### src/logic/sfrw_pkg.sv
// Constants, types and states for the register write command interpreter.
// Summary of operation
// - Status write loads status bits 7 to 2.
// - Status write keeps status bits 1 and 0.
// - Lock bit plus write-protect pin blocks status writes.
// - Write-in-progress is 1 during nonvolatile writes.
// - Write enable latch clears after nonvolatile writes.
// - Write-in-progress returns to 0 when finished.
// - Each die reports controller ready 1 when done.
// - Volatile configuration write takes effect at once.
// - Volatile write keeps reserved bits unchanged.
// - Opcode 61h writes enhanced volatile configuration.
// - Opcode C5h writes extended address register.
// - Chip select must rise on byte boundary.
// - Nonvolatile writes are self-timed after select rises.
// - One, two or four data lines per mode.
package sfrw_pkg;

	// ----------------------------------------------------------------
	// Command codes and protocol modes
	// ----------------------------------------------------------------
	localparam logic [7:0] OP_WR_SR = 8'h01;
	localparam logic [7:0] OP_WR_NVCR = 8'hB1;
	localparam logic [7:0] OP_WR_VCR = 8'h81;
	localparam logic [7:0] OP_WR_EVCR = 8'h61;
	localparam logic [7:0] OP_WR_EAR = 8'hC5;
	localparam logic [1:0] MODE_EXT = 2'h0;
	localparam logic [1:0] MODE_DUAL = 2'h1;
	localparam logic [1:0] MODE_QUAD = 2'h2;

	// ----------------------------------------------------------------
	// Frame lengths in bits, command byte included
	// ----------------------------------------------------------------
	localparam logic [4:0] BITS_OPCODE = 5'h08;
	localparam logic [4:0] BITS_ONE_BYTE = 5'h10;
	localparam logic [4:0] BITS_TWO_BYTE = 5'h18;
	localparam logic [4:0] BITS_MAX = 5'h1F;

	// ----------------------------------------------------------------
	// Field positions, masks and reset values
	// ----------------------------------------------------------------
	localparam int SR_LOCK_POS = 5;
	localparam logic [7:0] VCR_RSVD_MASK = 8'h04;
	localparam logic [5:0] SR_HI_RST = 6'h00;
	localparam logic [15:0] NVCR_RST = 16'hFFFF;
	localparam logic [7:0] VCR_RST = 8'hFB;
	localparam logic [7:0] EVCR_RST = 8'hDF;
	localparam logic [7:0] EAR_RST = 8'h00;

	// ----------------------------------------------------------------
	// Self-timed write durations
	// ----------------------------------------------------------------
	localparam int CLK_PERIOD_NS = 8;
	localparam int T_W_NS = 1000000;
	localparam int T_NVCR_NS = 1000000;
	localparam int TW_CYC = (T_W_NS + CLK_PERIOD_NS - 1) / CLK_PERIOD_NS;
	localparam int TNVCR_CYC =
		(T_NVCR_NS + CLK_PERIOD_NS - 1) / CLK_PERIOD_NS;
	localparam int TIMER_W = 24;

	// ----------------------------------------------------------------
	// Types
	// ----------------------------------------------------------------
	typedef struct packed {
		logic sclk;
		logic cs_n;
		logic [3:0] dq;
		logic wp_n;
	} sfrw_pins_t;

	typedef struct packed {
		logic [7:0] sr;
		logic [15:0] nvcr;
		logic [7:0] vcr;
		logic [7:0] evcr;
		logic [7:0] ear;
	} sfrw_regs_t;

	typedef enum logic [2:0] {
		ST_IDLE = 3'h1,
		ST_WSR = 3'h2,
		ST_WNV = 3'h4
	} sfrw_state_t;

endpackage

### src/logic/sfrw_core.sv
// Register write command interpreter of one stacked serial flash die.
`timescale 1ns/10ps
module sfrw_core #(
	parameter int TW_CYCLES = sfrw_pkg::TW_CYC,
	parameter int TNVCR_CYCLES = sfrw_pkg::TNVCR_CYC
) (
	// Clock and reset.
	input wire logic ref_clk,
	input wire logic nrst,
	// Serial link pins, all asynchronous to ref_clk.
	input wire logic sclk,
	input wire logic cs_n,
	input wire logic [3:0] dq_in,
	input wire logic wp_n,
	// Protocol mode and write enable commands from the same clock.
	input wire logic [1:0] proto_mode,
	input wire logic wren_set,
	input wire logic wren_clr,
	// Register contents and status.
	output sfrw_pkg::sfrw_regs_t regs,
	output logic pe_ready,
	output logic hw_locked,
	output logic cmd_done
);

	// ----------------------------------------------------------------
	// Functions
	// ----------------------------------------------------------------

	// Bits taken per clock edge in each protocol mode.
	function automatic logic [4:0] lane_bits(input logic [1:0] mode);
		logic [4:0] n;
		n = 5'h01;
		if (mode == sfrw_pkg::MODE_DUAL) begin
			n = 5'h02;
		end else if (mode == sfrw_pkg::MODE_QUAD) begin
			n = 5'h04;
		end
		return n;
	endfunction

	// Shifts new bits in at the bottom, the highest line first.
	function automatic logic [23:0] shift_in(input logic [23:0] sh,
		input logic [3:0] d, input logic [1:0] mode);
		logic [23:0] r;
		r = {sh[22:0], d[0]};
		if (mode == sfrw_pkg::MODE_DUAL) begin
			r = {sh[21:0], d[1:0]};
		end else if (mode == sfrw_pkg::MODE_QUAD) begin
			r = {sh[19:0], d[3:0]};
		end
		return r;
	endfunction

	// ----------------------------------------------------------------
	// Reset release
	// ----------------------------------------------------------------
	logic [1:0] rst_sync_q;
	logic rst_n;

	// Releases the reset two clock edges after nrst rises.
	always_ff @(posedge ref_clk or negedge nrst) begin
		if (!nrst) begin
			rst_sync_q <= 2'h0;
		end else begin
			rst_sync_q <= {rst_sync_q[0], 1'b1};
		end
	end
	assign rst_n = rst_sync_q[1];

	// ----------------------------------------------------------------
	// Pin synchronisers and edge detection
	// ----------------------------------------------------------------
	sfrw_pkg::sfrw_pins_t pins_meta_q;
	sfrw_pkg::sfrw_pins_t pins_q;
	sfrw_pkg::sfrw_pins_t pins_prev_q;
	sfrw_pkg::sfrw_pins_t pins_raw;
	logic sclk_rise;
	logic cs_rise;
	logic cs_fall;

	assign pins_raw = '{sclk: sclk, cs_n: cs_n, dq: dq_in, wp_n: wp_n};

	// Two stages on every pin, a third copy for edge finding.
	always_ff @(posedge ref_clk or negedge rst_n) begin
		if (!rst_n) begin
			pins_meta_q <= '{sclk: 1'b0, cs_n: 1'b1, dq: 4'h0, wp_n: 1'b1};
			pins_q <= '{sclk: 1'b0, cs_n: 1'b1, dq: 4'h0, wp_n: 1'b1};
			pins_prev_q <= '{sclk: 1'b0, cs_n: 1'b1, dq: 4'h0, wp_n: 1'b1};
		end else begin
			pins_meta_q <= pins_raw;
			pins_q <= pins_meta_q;
			pins_prev_q <= pins_q;
		end
	end

	// Data is taken on the rising serial clock while selected.
	assign sclk_rise = pins_q.sclk & ~pins_prev_q.sclk & ~pins_q.cs_n;
	assign cs_rise = pins_q.cs_n & ~pins_prev_q.cs_n;
	assign cs_fall = ~pins_q.cs_n & pins_prev_q.cs_n;

	// ----------------------------------------------------------------
	// Frame capture
	// ----------------------------------------------------------------
	logic [23:0] shift_q;
	logic [23:0] shift_d;
	logic [4:0] bits_q;
	logic [4:0] bits_d;
	logic [5:0] bits_sum;
	logic [7:0] opcode_q;

	assign bits_sum = {1'b0, bits_q} + {1'b0, lane_bits(proto_mode)};
	assign shift_d = shift_in(shift_q, pins_q.dq, proto_mode);

	// Counts bits, saturating so overlong frames never look valid.
	always_comb begin
		bits_d = bits_q;
		if (cs_fall) begin
			bits_d = 5'h00;
		end else if (sclk_rise) begin
			bits_d = bits_sum[5] ? sfrw_pkg::BITS_MAX : bits_sum[4:0];
		end
	end

	// Collects command and data bits on the mode's lines.
	always_ff @(posedge ref_clk or negedge rst_n) begin
		if (!rst_n) begin
			shift_q <= 24'h000000;
			bits_q <= 5'h00;
			opcode_q <= 8'h00;
		end else begin
			bits_q <= bits_d;
			if (sclk_rise) begin
				shift_q <= shift_d;
			end
			if (sclk_rise && bits_d == sfrw_pkg::BITS_OPCODE) begin
				opcode_q <= shift_d[7:0];
			end
		end
	end

	// ----------------------------------------------------------------
	// Command decode at the end of a frame
	// ----------------------------------------------------------------
	sfrw_pkg::sfrw_state_t state_q;
	sfrw_pkg::sfrw_state_t state_d;
	logic [5:0] sr_hi_q;
	logic [15:0] nvcr_q;
	logic [7:0] vcr_q;
	logic [7:0] evcr_q;
	logic [7:0] ear_q;
	localparam int TIMER_W_L = sfrw_pkg::TIMER_W;
	logic [15:0] pend_q;
	logic [TIMER_W_L-1:0] timer_q;
	logic wel_q;
	logic done_q;
	logic idle;
	logic one_byte;
	logic two_byte;
	logic accept;
	logic do_wsr;
	logic do_wnv;
	logic do_vcr;
	logic do_evcr;
	logic do_ear;
	logic sr_locked;
	logic timer_end;
	logic finish;
	logic [7:0] vcr_new;

	assign idle = state_q == sfrw_pkg::ST_IDLE;
	// Frames that stop off the byte boundary are dropped.
	assign one_byte = bits_q == sfrw_pkg::BITS_ONE_BYTE;
	assign two_byte = bits_q == sfrw_pkg::BITS_TWO_BYTE;
	// Nothing is done without the write enable latch set.
	assign accept = cs_rise & wel_q & idle;
	assign do_wsr = accept & one_byte & opcode_q == sfrw_pkg::OP_WR_SR;
	assign do_wnv = accept & two_byte & opcode_q == sfrw_pkg::OP_WR_NVCR;
	assign do_vcr = accept & one_byte & opcode_q == sfrw_pkg::OP_WR_VCR;
	assign do_evcr = accept & one_byte &
		opcode_q == sfrw_pkg::OP_WR_EVCR;
	assign do_ear = accept & one_byte &
		opcode_q == sfrw_pkg::OP_WR_EAR;

	// Lock bit with the protect pin low bars status changes.
	assign sr_locked = sr_hi_q[sfrw_pkg::SR_LOCK_POS] & ~pins_q.wp_n;
	// Reserved positions keep their old value.
	assign vcr_new = (shift_q[7:0] & ~sfrw_pkg::VCR_RSVD_MASK) |
		(vcr_q & sfrw_pkg::VCR_RSVD_MASK);

	assign timer_end = timer_q == '0;
	assign finish = ~idle & timer_end;

	// Self-timed sequence for the two nonvolatile writes.
	always_comb begin
		state_d = state_q;
		case (state_q)
			sfrw_pkg::ST_IDLE: begin
				if (do_wsr) begin
					state_d = sfrw_pkg::ST_WSR;
				end else if (do_wnv) begin
					state_d = sfrw_pkg::ST_WNV;
				end
			end
			sfrw_pkg::ST_WSR: begin
				if (timer_end) begin
					state_d = sfrw_pkg::ST_IDLE;
				end
			end
			sfrw_pkg::ST_WNV: begin
				if (timer_end) begin
					state_d = sfrw_pkg::ST_IDLE;
				end
			end
			default: begin
				state_d = sfrw_pkg::ST_IDLE;
			end
		endcase
	end

	// State, duration timer and captured write data.
	always_ff @(posedge ref_clk or negedge rst_n) begin
		if (!rst_n) begin
			state_q <= sfrw_pkg::ST_IDLE;
			timer_q <= '0;
			pend_q <= 16'h0000;
		end else begin
			state_q <= state_d;
			if (do_wsr) begin
				timer_q <= TIMER_W_L'(TW_CYCLES - 1);
				pend_q <= {8'h00, shift_q[7:0]};
			end else if (do_wnv) begin
				timer_q <= TIMER_W_L'(TNVCR_CYCLES - 1);
				// First byte received is the low byte.
				pend_q <= {shift_q[7:0], shift_q[15:8]};
			end else if (!timer_end) begin
				timer_q <= timer_q - 1'b1;
			end
		end
	end

	// ----------------------------------------------------------------
	// Register updates
	// ----------------------------------------------------------------

	// Nonvolatile values land when the timed write ends.
	always_ff @(posedge ref_clk or negedge rst_n) begin
		if (!rst_n) begin
			sr_hi_q <= sfrw_pkg::SR_HI_RST;
			nvcr_q <= sfrw_pkg::NVCR_RST;
		end else begin
			if (finish && state_q == sfrw_pkg::ST_WSR && !sr_locked) begin
				sr_hi_q <= pend_q[7:2];
			end
			if (finish && state_q == sfrw_pkg::ST_WNV) begin
				nvcr_q <= pend_q;
			end
		end
	end

	// Volatile registers change at once, with no busy time.
	always_ff @(posedge ref_clk or negedge rst_n) begin
		if (!rst_n) begin
			vcr_q <= sfrw_pkg::VCR_RST;
			evcr_q <= sfrw_pkg::EVCR_RST;
			ear_q <= sfrw_pkg::EAR_RST;
		end else begin
			if (do_vcr) begin
				vcr_q <= vcr_new;
			end
			if (do_evcr) begin
				evcr_q <= shift_q[7:0];
			end
			if (do_ear) begin
				ear_q <= shift_q[7:0];
			end
		end
	end

	// Latch clears at the end of a timed write; a set wins.
	always_ff @(posedge ref_clk or negedge rst_n) begin
		if (!rst_n) begin
			wel_q <= 1'b0;
			done_q <= 1'b0;
		end else begin
			if (wren_set) begin
				wel_q <= 1'b1;
			end else if (finish || wren_clr) begin
				wel_q <= 1'b0;
			end
			done_q <= finish | do_vcr | do_evcr | do_ear;
		end
	end

	// ----------------------------------------------------------------
	// Outputs
	// ----------------------------------------------------------------

	// Busy while timed, never for volatile writes.
	assign regs = '{sr: {sr_hi_q, wel_q, ~idle}, nvcr: nvcr_q,
		vcr: vcr_q, evcr: evcr_q, ear: ear_q};
	// This die's controller flag reads 1 once it is idle.
	assign pe_ready = idle;
	assign hw_locked = sr_locked;
	assign cmd_done = done_q;

endmodule

### config.mk
export PLATFORM = sky130hd
export DESIGN_NAME = sfrw_core
export DESIGN_NICKNAME = d
export VERILOG_FILES = /design/src/logic/sfrw_pkg.sv /design/src/logic/sfrw_core.sv
export SDC_FILE = /design/constraint.sdc
export NUM_CORES = 1
export LEC_CHECK = 0
export BUFFER_PORTS_ARGS = -buffer_cell sky130_fd_sc_hd__buf_2
export CORE_MARGIN = 4
export CORE_UTILIZATION = 56
export CTS_CLUSTER_DIAMETER = 120
export DETAILED_ROUTE_END_ITERATION = 12
export PLACE_DENSITY = 0.84
export SYNTH_ARGS = -nofsm -noshare
export SYNTH_HDL_FRONTEND = slang
export SYNTH_SLANG_ARGS = --single-unit
### constraint.sdc
create_clock -name ref_clk -period 4.9 [get_ports ref_clk]
set_input_delay 0.245 -clock ref_clk [delete_from_list [all_inputs] [get_ports ref_clk]]
set_output_delay 0.245 -clock ref_clk [all_outputs]
set_load 0.005 [all_outputs]
=== After elaboration in Yosys (flattened, before gate mapping) ===
Index checks and enable logic that the tools add are counted.

* $add $sub $neg: 2
* Bitwise operators: 24
* Reductions and logical operators: 11
* Equality and inequality tests: 16
* Muxes and demuxes: 18

{| class="wikitable"
|+ Operator list
! kind !! number
|-
| $mux W24 || 3
|-
| $mux W16 || 4
|-
| $eq A8 B8 Y1 const B || 3
|-
| $logic_not A24 Y1 || 1
|-
| $sub A24 B1 Y24 const B || 1
|-
| $mux W5 || 4
|-
| $and A1 B1 Y1 || 15
|-
| $mux W3 || 4
|-
| $eq A5 B5 Y1 const B || 2
|-
| $eq A8 B1 Y1 const B || 1
|-
| $eq A8 B7 Y1 const B || 1
|-
| $or A8 B3 Y8 || 1
|-
| $add A5 B5 Y6 || 1
|-
| $pmux W3 S2 || 1
|-
| $eq A5 B4 Y1 const B || 1
|-
| $not A1 Y1 || 5
|-
| $logic_and A1 B1 Y1 || 4
|-
| $reduce_bool A2 Y1 || 2
|-
| $eq A3 B1 Y1 const B || 1
|-
| $eq A3 B2 Y1 const B || 1
|-
| $eq A3 B3 Y1 const B || 1
|-
| $ne A3 B1 Y1 const B || 1
|-
| $ne A3 B3 Y1 const B || 1
|-
| $or A1 B1 Y1 || 3
|-
| other kinds (8) || 9
|}

* Bits of input ports: 13
* Logic and storage cells: 95
* Bits in registers: 138
* Output and inout port bits: 51

=== Depth between registers and ports, before layout ===
Gate-level depths: netlist of the first run.

* Depth after elaboration: 9
* Mapped depth: 10
* Gate-level depth less buffers: 9

=== Worst setup path before layout of the first run ===
Ideal clock, no wire load.

* Path kind: input port to flip-flop
* Start: input port proto_mode[0]
* End: register opcode_q[0]
* Data arrival time: 2456 ps
* Required time: 4775 ps
* Stages on the path: 9
* Path slack: 2319 ps
* Path buffers: 0
* Path through: inv_1 -> ha_1 -> ha_1 -> fa_1 -> a21o_1 -> a31o_2 -> a31oi_1 -> o2111ai_2 -> mux2_2

* Cells in the longest elaborated chain, start to end: 9

{| class="wikitable"
|+ Ends and longest elaborated chain
! what !! RTL line !! source
|-
| start, declared || sfrw_core.sv:16 || <nowiki>input wire logic [1:0] proto_mode,</nowiki>
|-
| $eq A2 B2 Y1 || sfrw_core.sv:36 || <nowiki>end else if (mode == sfrw_pkg::MODE_QUAD) begin</nowiki>
|-
| $mux W3 || sfrw_core.sv:36 ||
|-
| $mux W5 || sfrw_core.sv:34 || <nowiki>if (mode == sfrw_pkg::MODE_DUAL) begin</nowiki>
|-
| $add A5 B5 Y6 || sfrw_core.sv:112 || <nowiki>assign bits_sum = {1'b0, bits_q} + {1'b0, lane_bits(proto_mode)};</nowiki>
|-
| $mux W5 || sfrw_core.sv:121 || <nowiki>bits_d = bits_sum[5] ? sfrw_pkg::BITS_MAX : bits_sum[4:0];</nowiki>
|-
| $mux W5 || sfrw_core.sv:120 || <nowiki>end else if (sclk_rise) begin</nowiki>
|-
| $mux W5 || sfrw_core.sv:118 || <nowiki>if (cs_fall) begin</nowiki>
|-
| $eq A5 B4 Y1 || sfrw_core.sv:136 || <nowiki>if (sclk_rise && bits_d == sfrw_pkg::BITS_OPCODE) begin</nowiki>
|-
| $logic_and A1 B1 Y1 || sfrw_core.sv:136 ||
|-
| end signal, assigned || sfrw_core.sv:137 || <nowiki>opcode_q <= shift_d[7:0];</nowiki>
|-
| end, declared || sfrw_core.sv:110 || <nowiki>logic [7:0] opcode_q;</nowiki>
|}

Parallel ways exist; a longest one is shown, timed or not.
A chain may end at the register's enable or synchronous reset.

=== Worst setup path after layout of the first run ===
* Start: register pins_q[5] (netlist bit)
* End: register opcode_q[0]

* Cells in the longest elaborated chain, start to end: 6

{| class="wikitable"
|+ Ends and longest elaborated chain
! what !! RTL line !! source
|-
| start, declared || sfrw_core.sv:75 || <nowiki>sfrw_pkg::sfrw_pins_t pins_q;</nowiki>
|-
| start signal, assigned || sfrw_core.sv:88 || <nowiki>pins_q <= '{sclk: 1'b0, cs_n: 1'b1, dq: 4'h0, wp_n: 1'b1};</nowiki>
|-
| start signal, assigned || sfrw_core.sv:92 || <nowiki>pins_q <= pins_meta_q;</nowiki>
|-
| $not A1 Y1 (*) || sfrw_core.sv:98, sfrw_core.sv:100 ||
|-
| $and A1 B1 Y1 || sfrw_core.sv:98 || <nowiki>assign sclk_rise = pins_q.sclk & ~pins_prev_q.sclk & ~pins_q.cs_n;</nowiki>
|-
| $mux W5 || sfrw_core.sv:120 ||
|-
| $mux W5 || sfrw_core.sv:118 ||
|-
| $eq A5 B4 Y1 || sfrw_core.sv:136 ||
|-
| $logic_and A1 B1 Y1 (*) || sfrw_core.sv:136 ||
|}

Every way passes the cells marked *; elsewhere a longest branch is shown, timed or not.

==> impl_metrics.env, run 1 <==
export IMPL_p_sw_frac=0.246
export IMPL_yosys_area_top_type_share=0.403
export IMPL_crit_path_cell_trace="or3b_1 -> or4_1 -> a31oi_1 -> o2111ai_2 -> mux2_2"
export IMPL_cp_arrival_ns=3.35
export IMPL_p_sw_mw=0.640
export IMPL_diodes=0
export IMPL_yosysUniqueCellTypes=65
export IMPL_dr_pass1_iters=6
export IMPL_cts_root_buf="clkbuf_8"
export IMPL_antenna_found_initial=0
export IMPL_drc=0
export IMPL_slew_headroom=0.322
export IMPL_avgSynthCellArea_um2=11.2
export IMPL_critical_path_class="flip-flop to flip-flop"
export IMPL_cp_slowest_cell="or3b_1"
export IMPL_finalHoldViolCount=0
export IMPL_crit_family="simple AND/OR/NAND/NOR gates"
export IMPL_clock_power_share=0.450
export IMPL_yosysTopAreaCell="dfrtp_1"
export IMPL_worstSetupStartpointType="flip-flop"
export IMPL_synth_area_top_cells="dfrtp_1, dfstp_2, mux2_2"
export IMPL_port_buffers=62
export IMPL_setup_violations_final=0
export IMPL_pwr_share_seq=0.490
export IMPL_r2r_slack_ns=1.96
export IMPL_drive_above_1_share=0.311
export IMPL_fmax_mhz=340
export IMPL_power_frac_comb=0.060
export IMPL_maxCapViolations=0
export IMPL_yosysSeqAreaShare=0.554
export IMPL_clockBufferDepth=2
export IMPL_grt_pass1_vias=4603
export IMPL_skew_ns=0.00977
export IMPL_cts_tree="built"
export IMPL_antenna_left=0
export IMPL_cts_resized=0
export IMPL_grt_pass1_wl_mm=22.3
export IMPL_required_ns=5.31
export IMPL_hold_class="input port to async pin"
export IMPL_finalNetCount=642
export IMPL_syn_inst=559
export IMPL_dieHeight_um=114
export IMPL_cts_buffers=17
export IMPL_io_pins=64
export IMPL_nFillCells=800
export IMPL_ir_worst_vdd_v=0.000264
export IMPL_netlist_top_cells_count="dfrtp_1, nand2_1, nor2_1, a21oi_1, dfstp_2"
export IMPL_yosysWarnings=0
export IMPL_intPower_mw=1.97
export IMPL_avgViaCountPerCell=5.82
export IMPL_areaGrowthSynthToFinish_pct=16.0
export IMPL_grt_start_max_net_pins=69
export IMPL_synthFlopType="dfrtp_1"
export IMPL_status="finished, final reports clean"
export IMPL_p_leak_nw=3.36
export IMPL_vias=4497
export IMPL_drv_slew=0
export IMPL_fin_crit_ns=2.94
export IMPL_async_flop_share=1.00
export IMPL_worst_setup_path_end_kind="flip-flop"
export IMPL_syn_num_nets=581
export IMPL_critPathMaxStageDelay_ns=0.79
export IMPL_rows=38
export IMPL_pwr_density_cell_nw_per_um2=358
export IMPL_initial_utilization=0.576
export IMPL_clk_pin_slew_worst_paths_ns=0.06
export IMPL_total_power_mw=2.61
export IMPL_insertion_delay_ns=0.53
export IMPL_netlist_area_um2=6270
export IMPL_synth_seq_cells=137
export IMPL_post_drt_wl_per_cell_um=17.3
export IMPL_routabilityCongestion=0.823
export IMPL_period_share=0.600
export IMPL_dr_first_iter_drc_count=376
export IMPL_place_hpwl_mm=8.93
export IMPL_rsz0062_at_grt="false"
export IMPL_fp_dieW_um=114
export IMPL_tightest_slew_ns=1.02
export IMPL_crit_buf_inv=0
export IMPL_synth_edf_count=0
export IMPL_clock_sinks=137
export IMPL_core_um2=10900
export IMPL_post_synth_top_count_cell="dfrtp_1"
export IMPL_cp_max_fo=37
export IMPL_h_tree_depth=4
export IMPL_overflow=0
export IMPL_grt_total_usage=0.218
export IMPL_tns_ns=0
export IMPL_dieArea_um2=13000
export IMPL_drt_total_wl_mm=13.4
-- metrics by stage --
stage	area [um^2]	instances	hold slack [ns]	utilization	setup slack, ns
2_1_floorplan	6270	559	-0.0506	-	0.863
3_3_place_gp	6620	730	0.0304	0.608	1.94
3_5_place_dp	6620	730	0.0335	0.608	1.68
5_1_grt	7270	773	0.0313	0.668	1.78
6_report	7270	773	0.0364	0.668	1.96
4_1_cts	7270	772	0.00853	0.667	1.98
-- path summary, 6_finish.rpt --
check / from / to / cells past startpoint
min reg2reg: pins_meta_q[6] / pins_q[6] / 0
max: pins_q[5] / opcode_q[0] / 5
max reg2reg: pins_q[5] / opcode_q[0] / 5
min: nrst / rst_sync_q[1] / 2
max in group asynchronous: rst_sync_q[1] / shift_q[8] / 1
min in group ref_clk: pins_meta_q[6] / pins_q[6] / 0
-- repair_timing --
item,CTS,global route
setup buffers,0,0
hold buffers,10,0
hold endpoints to repair,10,0
-- area by class of cell --
cell class	count	area, um^2	share of cell area
multi-input cells	371	2570	0.353
inverters	16	60.1	0.00826
flip-flops and latches	137	3480	0.478
repair buffers	77	448	0.0616
clock buffers	25	474	0.0652
well taps	140	175	0.0241
clock inverters	7	72.6	0.00998
-- layout by cell type (no fill, tap or decap), types with 15 or more instances in the layout --
master	n
a21oi_1	36
buf_2	62
clkbuf_16	16
dfrtp_1	100
dfstp_2	36
inv_1	16
mux2_2	35
mux2i_1	25
nand2_1	47
nand3_1	15
nor2_1	43
o21ai_0	30
-- worst register-to-register path, delay by kind of cell, from the launching register on --
family / cells / cell delay, ns
AO/OA/AOI/OAI: 2 / 0.58
flip-flops: 1 / 0.38
multiplexers: 1 / 0.41
AND/OR/NAND/NOR: 2 / 1.46
-- per-layer routing --
layer	vias to the layer above	global-route usage	part of all wire
li1	2095	-	-
met1	2204	0.265	0.41
met2	154	0.373	0.51
met3	44	0.0599	0.054
met4	0	0.0839	0.026
met5	-	0	0
-- cell families after synthesis --
group                      count (synthesis)  synth area share
xor gates and xnor gates                   6           0.00838
other                                      2           0.00120
buffers and inverters                     51            0.0371
DFF                                      137             0.554
and+or+nand+nor                          184             0.158
muxes                                     70             0.127
adders and majority gates                  9            0.0192
AOI/OAI and AO/OA                        100            0.0960
-- registers in the layout, indices dropped and copies added (netlist names), 5 cells and up --
name         flops
timer_q         24
shift_q         16
sr_hi_q          6
pins_q           7
bits_q           5
pins_meta_q      7
ear_q            8
vcr_q            7
nvcr_q          16
opcode_q         8
pend_q          16
evcr_q           8
-- power groups by stage --
| stage | Combinational (mW) | Sequential, mW | Clock [mW] |
|---|---|---|---|
| after floorplan | 0.138 | 1.24 | 0 |
| after global placement | 0.137 | 1.29 | 0 |
| after detailed placement | 0.149 | 1.29 | 0 |
| after CTS | 0.156 | 1.28 | 1.19 |
| after global routing | 0.180 | 1.29 | 1.25 |
| final | 0.156 | 1.28 | 1.17 |
Note: power is estimated with default switching activity, not from simulation.
==> run 2: changes to the inputs <==
- clock period: 4.9 -> 2.9 ns (I/O delays scaled with it)
==> impl_metrics.env, run 2 (synthesized netlist as in run 1, its figures left out) <==
export IMPL_status="finished, final reports clean"
export IMPL_vias=4654
export IMPL_cp_slowest_cell="o311ai_0"
export IMPL_maxCapViolations=0
export IMPL_finalHoldViolCount=0
export IMPL_period_share=0.906
export IMPL_crit_buf_inv=1
export IMPL_worst_setup_path_end_kind="flip-flop"
export IMPL_grt_start_max_net_pins=64
export IMPL_tns_ns=0
export IMPL_fin_crit_ns=2.63
export IMPL_worstSetupStartpointType="flip-flop"
export IMPL_drc=0
export IMPL_port_buffers=62
export IMPL_clock_power_share=0.493
export IMPL_worstRegToRegCells=7
export IMPL_cts_buffers=17
export IMPL_clockBufferDepth=2
export IMPL_total_power_mw=4.80
export IMPL_drive_above_1_share=0.326
export IMPL_reg2reg_to="opcode_q[6]"
export IMPL_insertion_delay_ns=0.54
export IMPL_dr_pass1_iters=5
export IMPL_grt_pass1_wl_mm=23.3
export IMPL_regArea_um2=3480
export IMPL_avgViaCountPerCell=5.95
export IMPL_hold_start="wp_n"
export IMPL_cts_root_buf="clkbuf_8"
export IMPL_nFillCells=774
export IMPL_layout_cells_non_filler=782
export IMPL_overflow=0
export IMPL_slew_headroom=0.352
export IMPL_cp_arrival_ns=3.04
export IMPL_p_sw_mw=1.16
export IMPL_dr_first_iter_drc_count=266
export IMPL_largest_reg_flops=24
export IMPL_initial_utilization=0.576
export IMPL_pwr_share_seq=0.450
export IMPL_critical_path_class="flip-flop to flip-flop"
export IMPL_cts_tree="built"
export IMPL_ir_worst_vdd_v=0.000541
export IMPL_largest_register="timer_q"
export IMPL_finalNetCount=651
export IMPL_holdPathEnd="pins_meta_q[0]"
export IMPL_r2r_start="bits_q[1]"
export IMPL_crit_path_cell_trace="ha_1 -> a211oi_1 -> nor3_1 -> o311ai_0 -> o2111ai_2 -> buf_4 -> mux2i_1"
export IMPL_drv_slew=0
export IMPL_p_sw_frac=0.242
export IMPL_cts_setup_buffers=0
export IMPL_dieArea_um2=13000
export IMPL_antenna_left=0
export IMPL_h_tree_depth=4
export IMPL_multiInputGateArea_um2=2570
export IMPL_holdWs_ns=0.245
export IMPL_grt_pass1_vias=4731
export IMPL_diodes=0
export IMPL_io_pins=64
export IMPL_fin_area_um2=7460
export IMPL_rows=38
export IMPL_placed_area_um2=6700
export IMPL_areaGrowthSynthToFinish_pct=18.9
export IMPL_grt_total_usage=0.228
export IMPL_dieHeight_um=114
export IMPL_fmax_mhz=380
export IMPL_core_um2=10900
export IMPL_mostFrequentLayoutCells="dfrtp_1, buf_2, nand2_1"
export IMPL_intPower_mw=3.64
export IMPL_routabilityCongestion=0.847
export IMPL_cp_max_fo=7
export IMPL_dpl_cell_count=739
export IMPL_hold_class="input port to flip-flop"
export IMPL_critPathMaxStageDelay_ns=0.54
export IMPL_clk_pin_slew_worst_paths_ns=0.06
export IMPL_place_hpwl_mm=8.90
export IMPL_mostFrequentLayoutCell="dfrtp_1"
export IMPL_fin_ws_ns=0.272
export IMPL_dp_slack_ns=0.258
export IMPL_whs_path_depth=2
export IMPL_antenna_found_initial=0
export IMPL_tightest_slew_ns=0.972
export IMPL_skew_ns=0.00788
export IMPL_rsz0062_at_grt="false"
export IMPL_r2r_slack_ns=0.27
export IMPL_p_leak_nw=3.46
export IMPL_crit_family="compound AO/OA/AOI/OAI gates"
export IMPL_drt_total_wl_mm=13.8
export IMPL_power_frac_comb=0.058
export IMPL_required_ns=3.31
export IMPL_clock_sinks=137
export IMPL_fp_dieW_um=114
export IMPL_post_drt_wl_per_cell_um=17.6
export IMPL_utilization=0.685
export IMPL_pwr_density_cell_nw_per_um2=644
export IMPL_setup_violations_final=0
==> run 2: power groups by stage <==
stage                     clock (mW)  sequential, mW  combinational (mW)
final                           2.37            2.16               0.277
after global routing            2.49            2.17               0.314
after global placement             0            2.17               0.241
after detailed placement           0            2.18               0.258
after CTS                       2.39            2.15               0.278
after floorplan                    0            2.10               0.233
==> run 2: worst register-to-register path, delay by kind of cell, from the launching register on <==
| family | cells | cell delay, ns |
|---|---|---|
| AOI/OAI and AO/OA | 3 | 1.22 |
| adders and majority gates | 1 | 0.34 |
| buffers and inverters | 1 | 0.24 |
| DFF | 1 | 0.43 |
| muxes | 1 | 0.14 |
| and+or+nand+nor | 1 | 0.14 |
==> run 2: area by class of cell <==
type | instances | share of cell area
Tap cell | 140 | 0.0235
Clock inverter | 13 | 0.0289
Clock buffer | 19 | 0.0579
Inverter | 16 | 0.00806
Multi-Input combinational cell | 371 | 0.344
Sequential cell | 137 | 0.466
Timing Repair Buffer | 86 | 0.0712
==> run 2: what timing repair did <==
item | CTS | global route
hold endpoints to repair | 10 | 0
hold buffers | 11 | 0
resized for setup | 0 | 0
==> run 2: worst max-delay path by stage <==
stage | start | end | cells after the start
floorplan | proto_mode[0] | opcode_q[0] | 9
global placement | proto_mode[0] | opcode_q[4] | 11
detailed placement | proto_mode[0] | opcode_q[6] | 10
CTS | bits_q[1] | opcode_q[6] | 7
global route | bits_q[1] | opcode_q[2] | 7
finish | bits_q[1] | opcode_q[6] | 7
==> run 2: per-layer routing <==
| metal | track usage | part of all wire | vias up |
|---|---|---|---|
| met3 | 0.0552 | 0.050 | 38 |
| li1 | - | - | 2121 |
| met2 | 0.381 | 0.52 | 154 |
| met4 | 0.105 | 0.029 | 0 |
| met1 | 0.280 | 0.40 | 2341 |
| met5 | 0 | 0 | - |
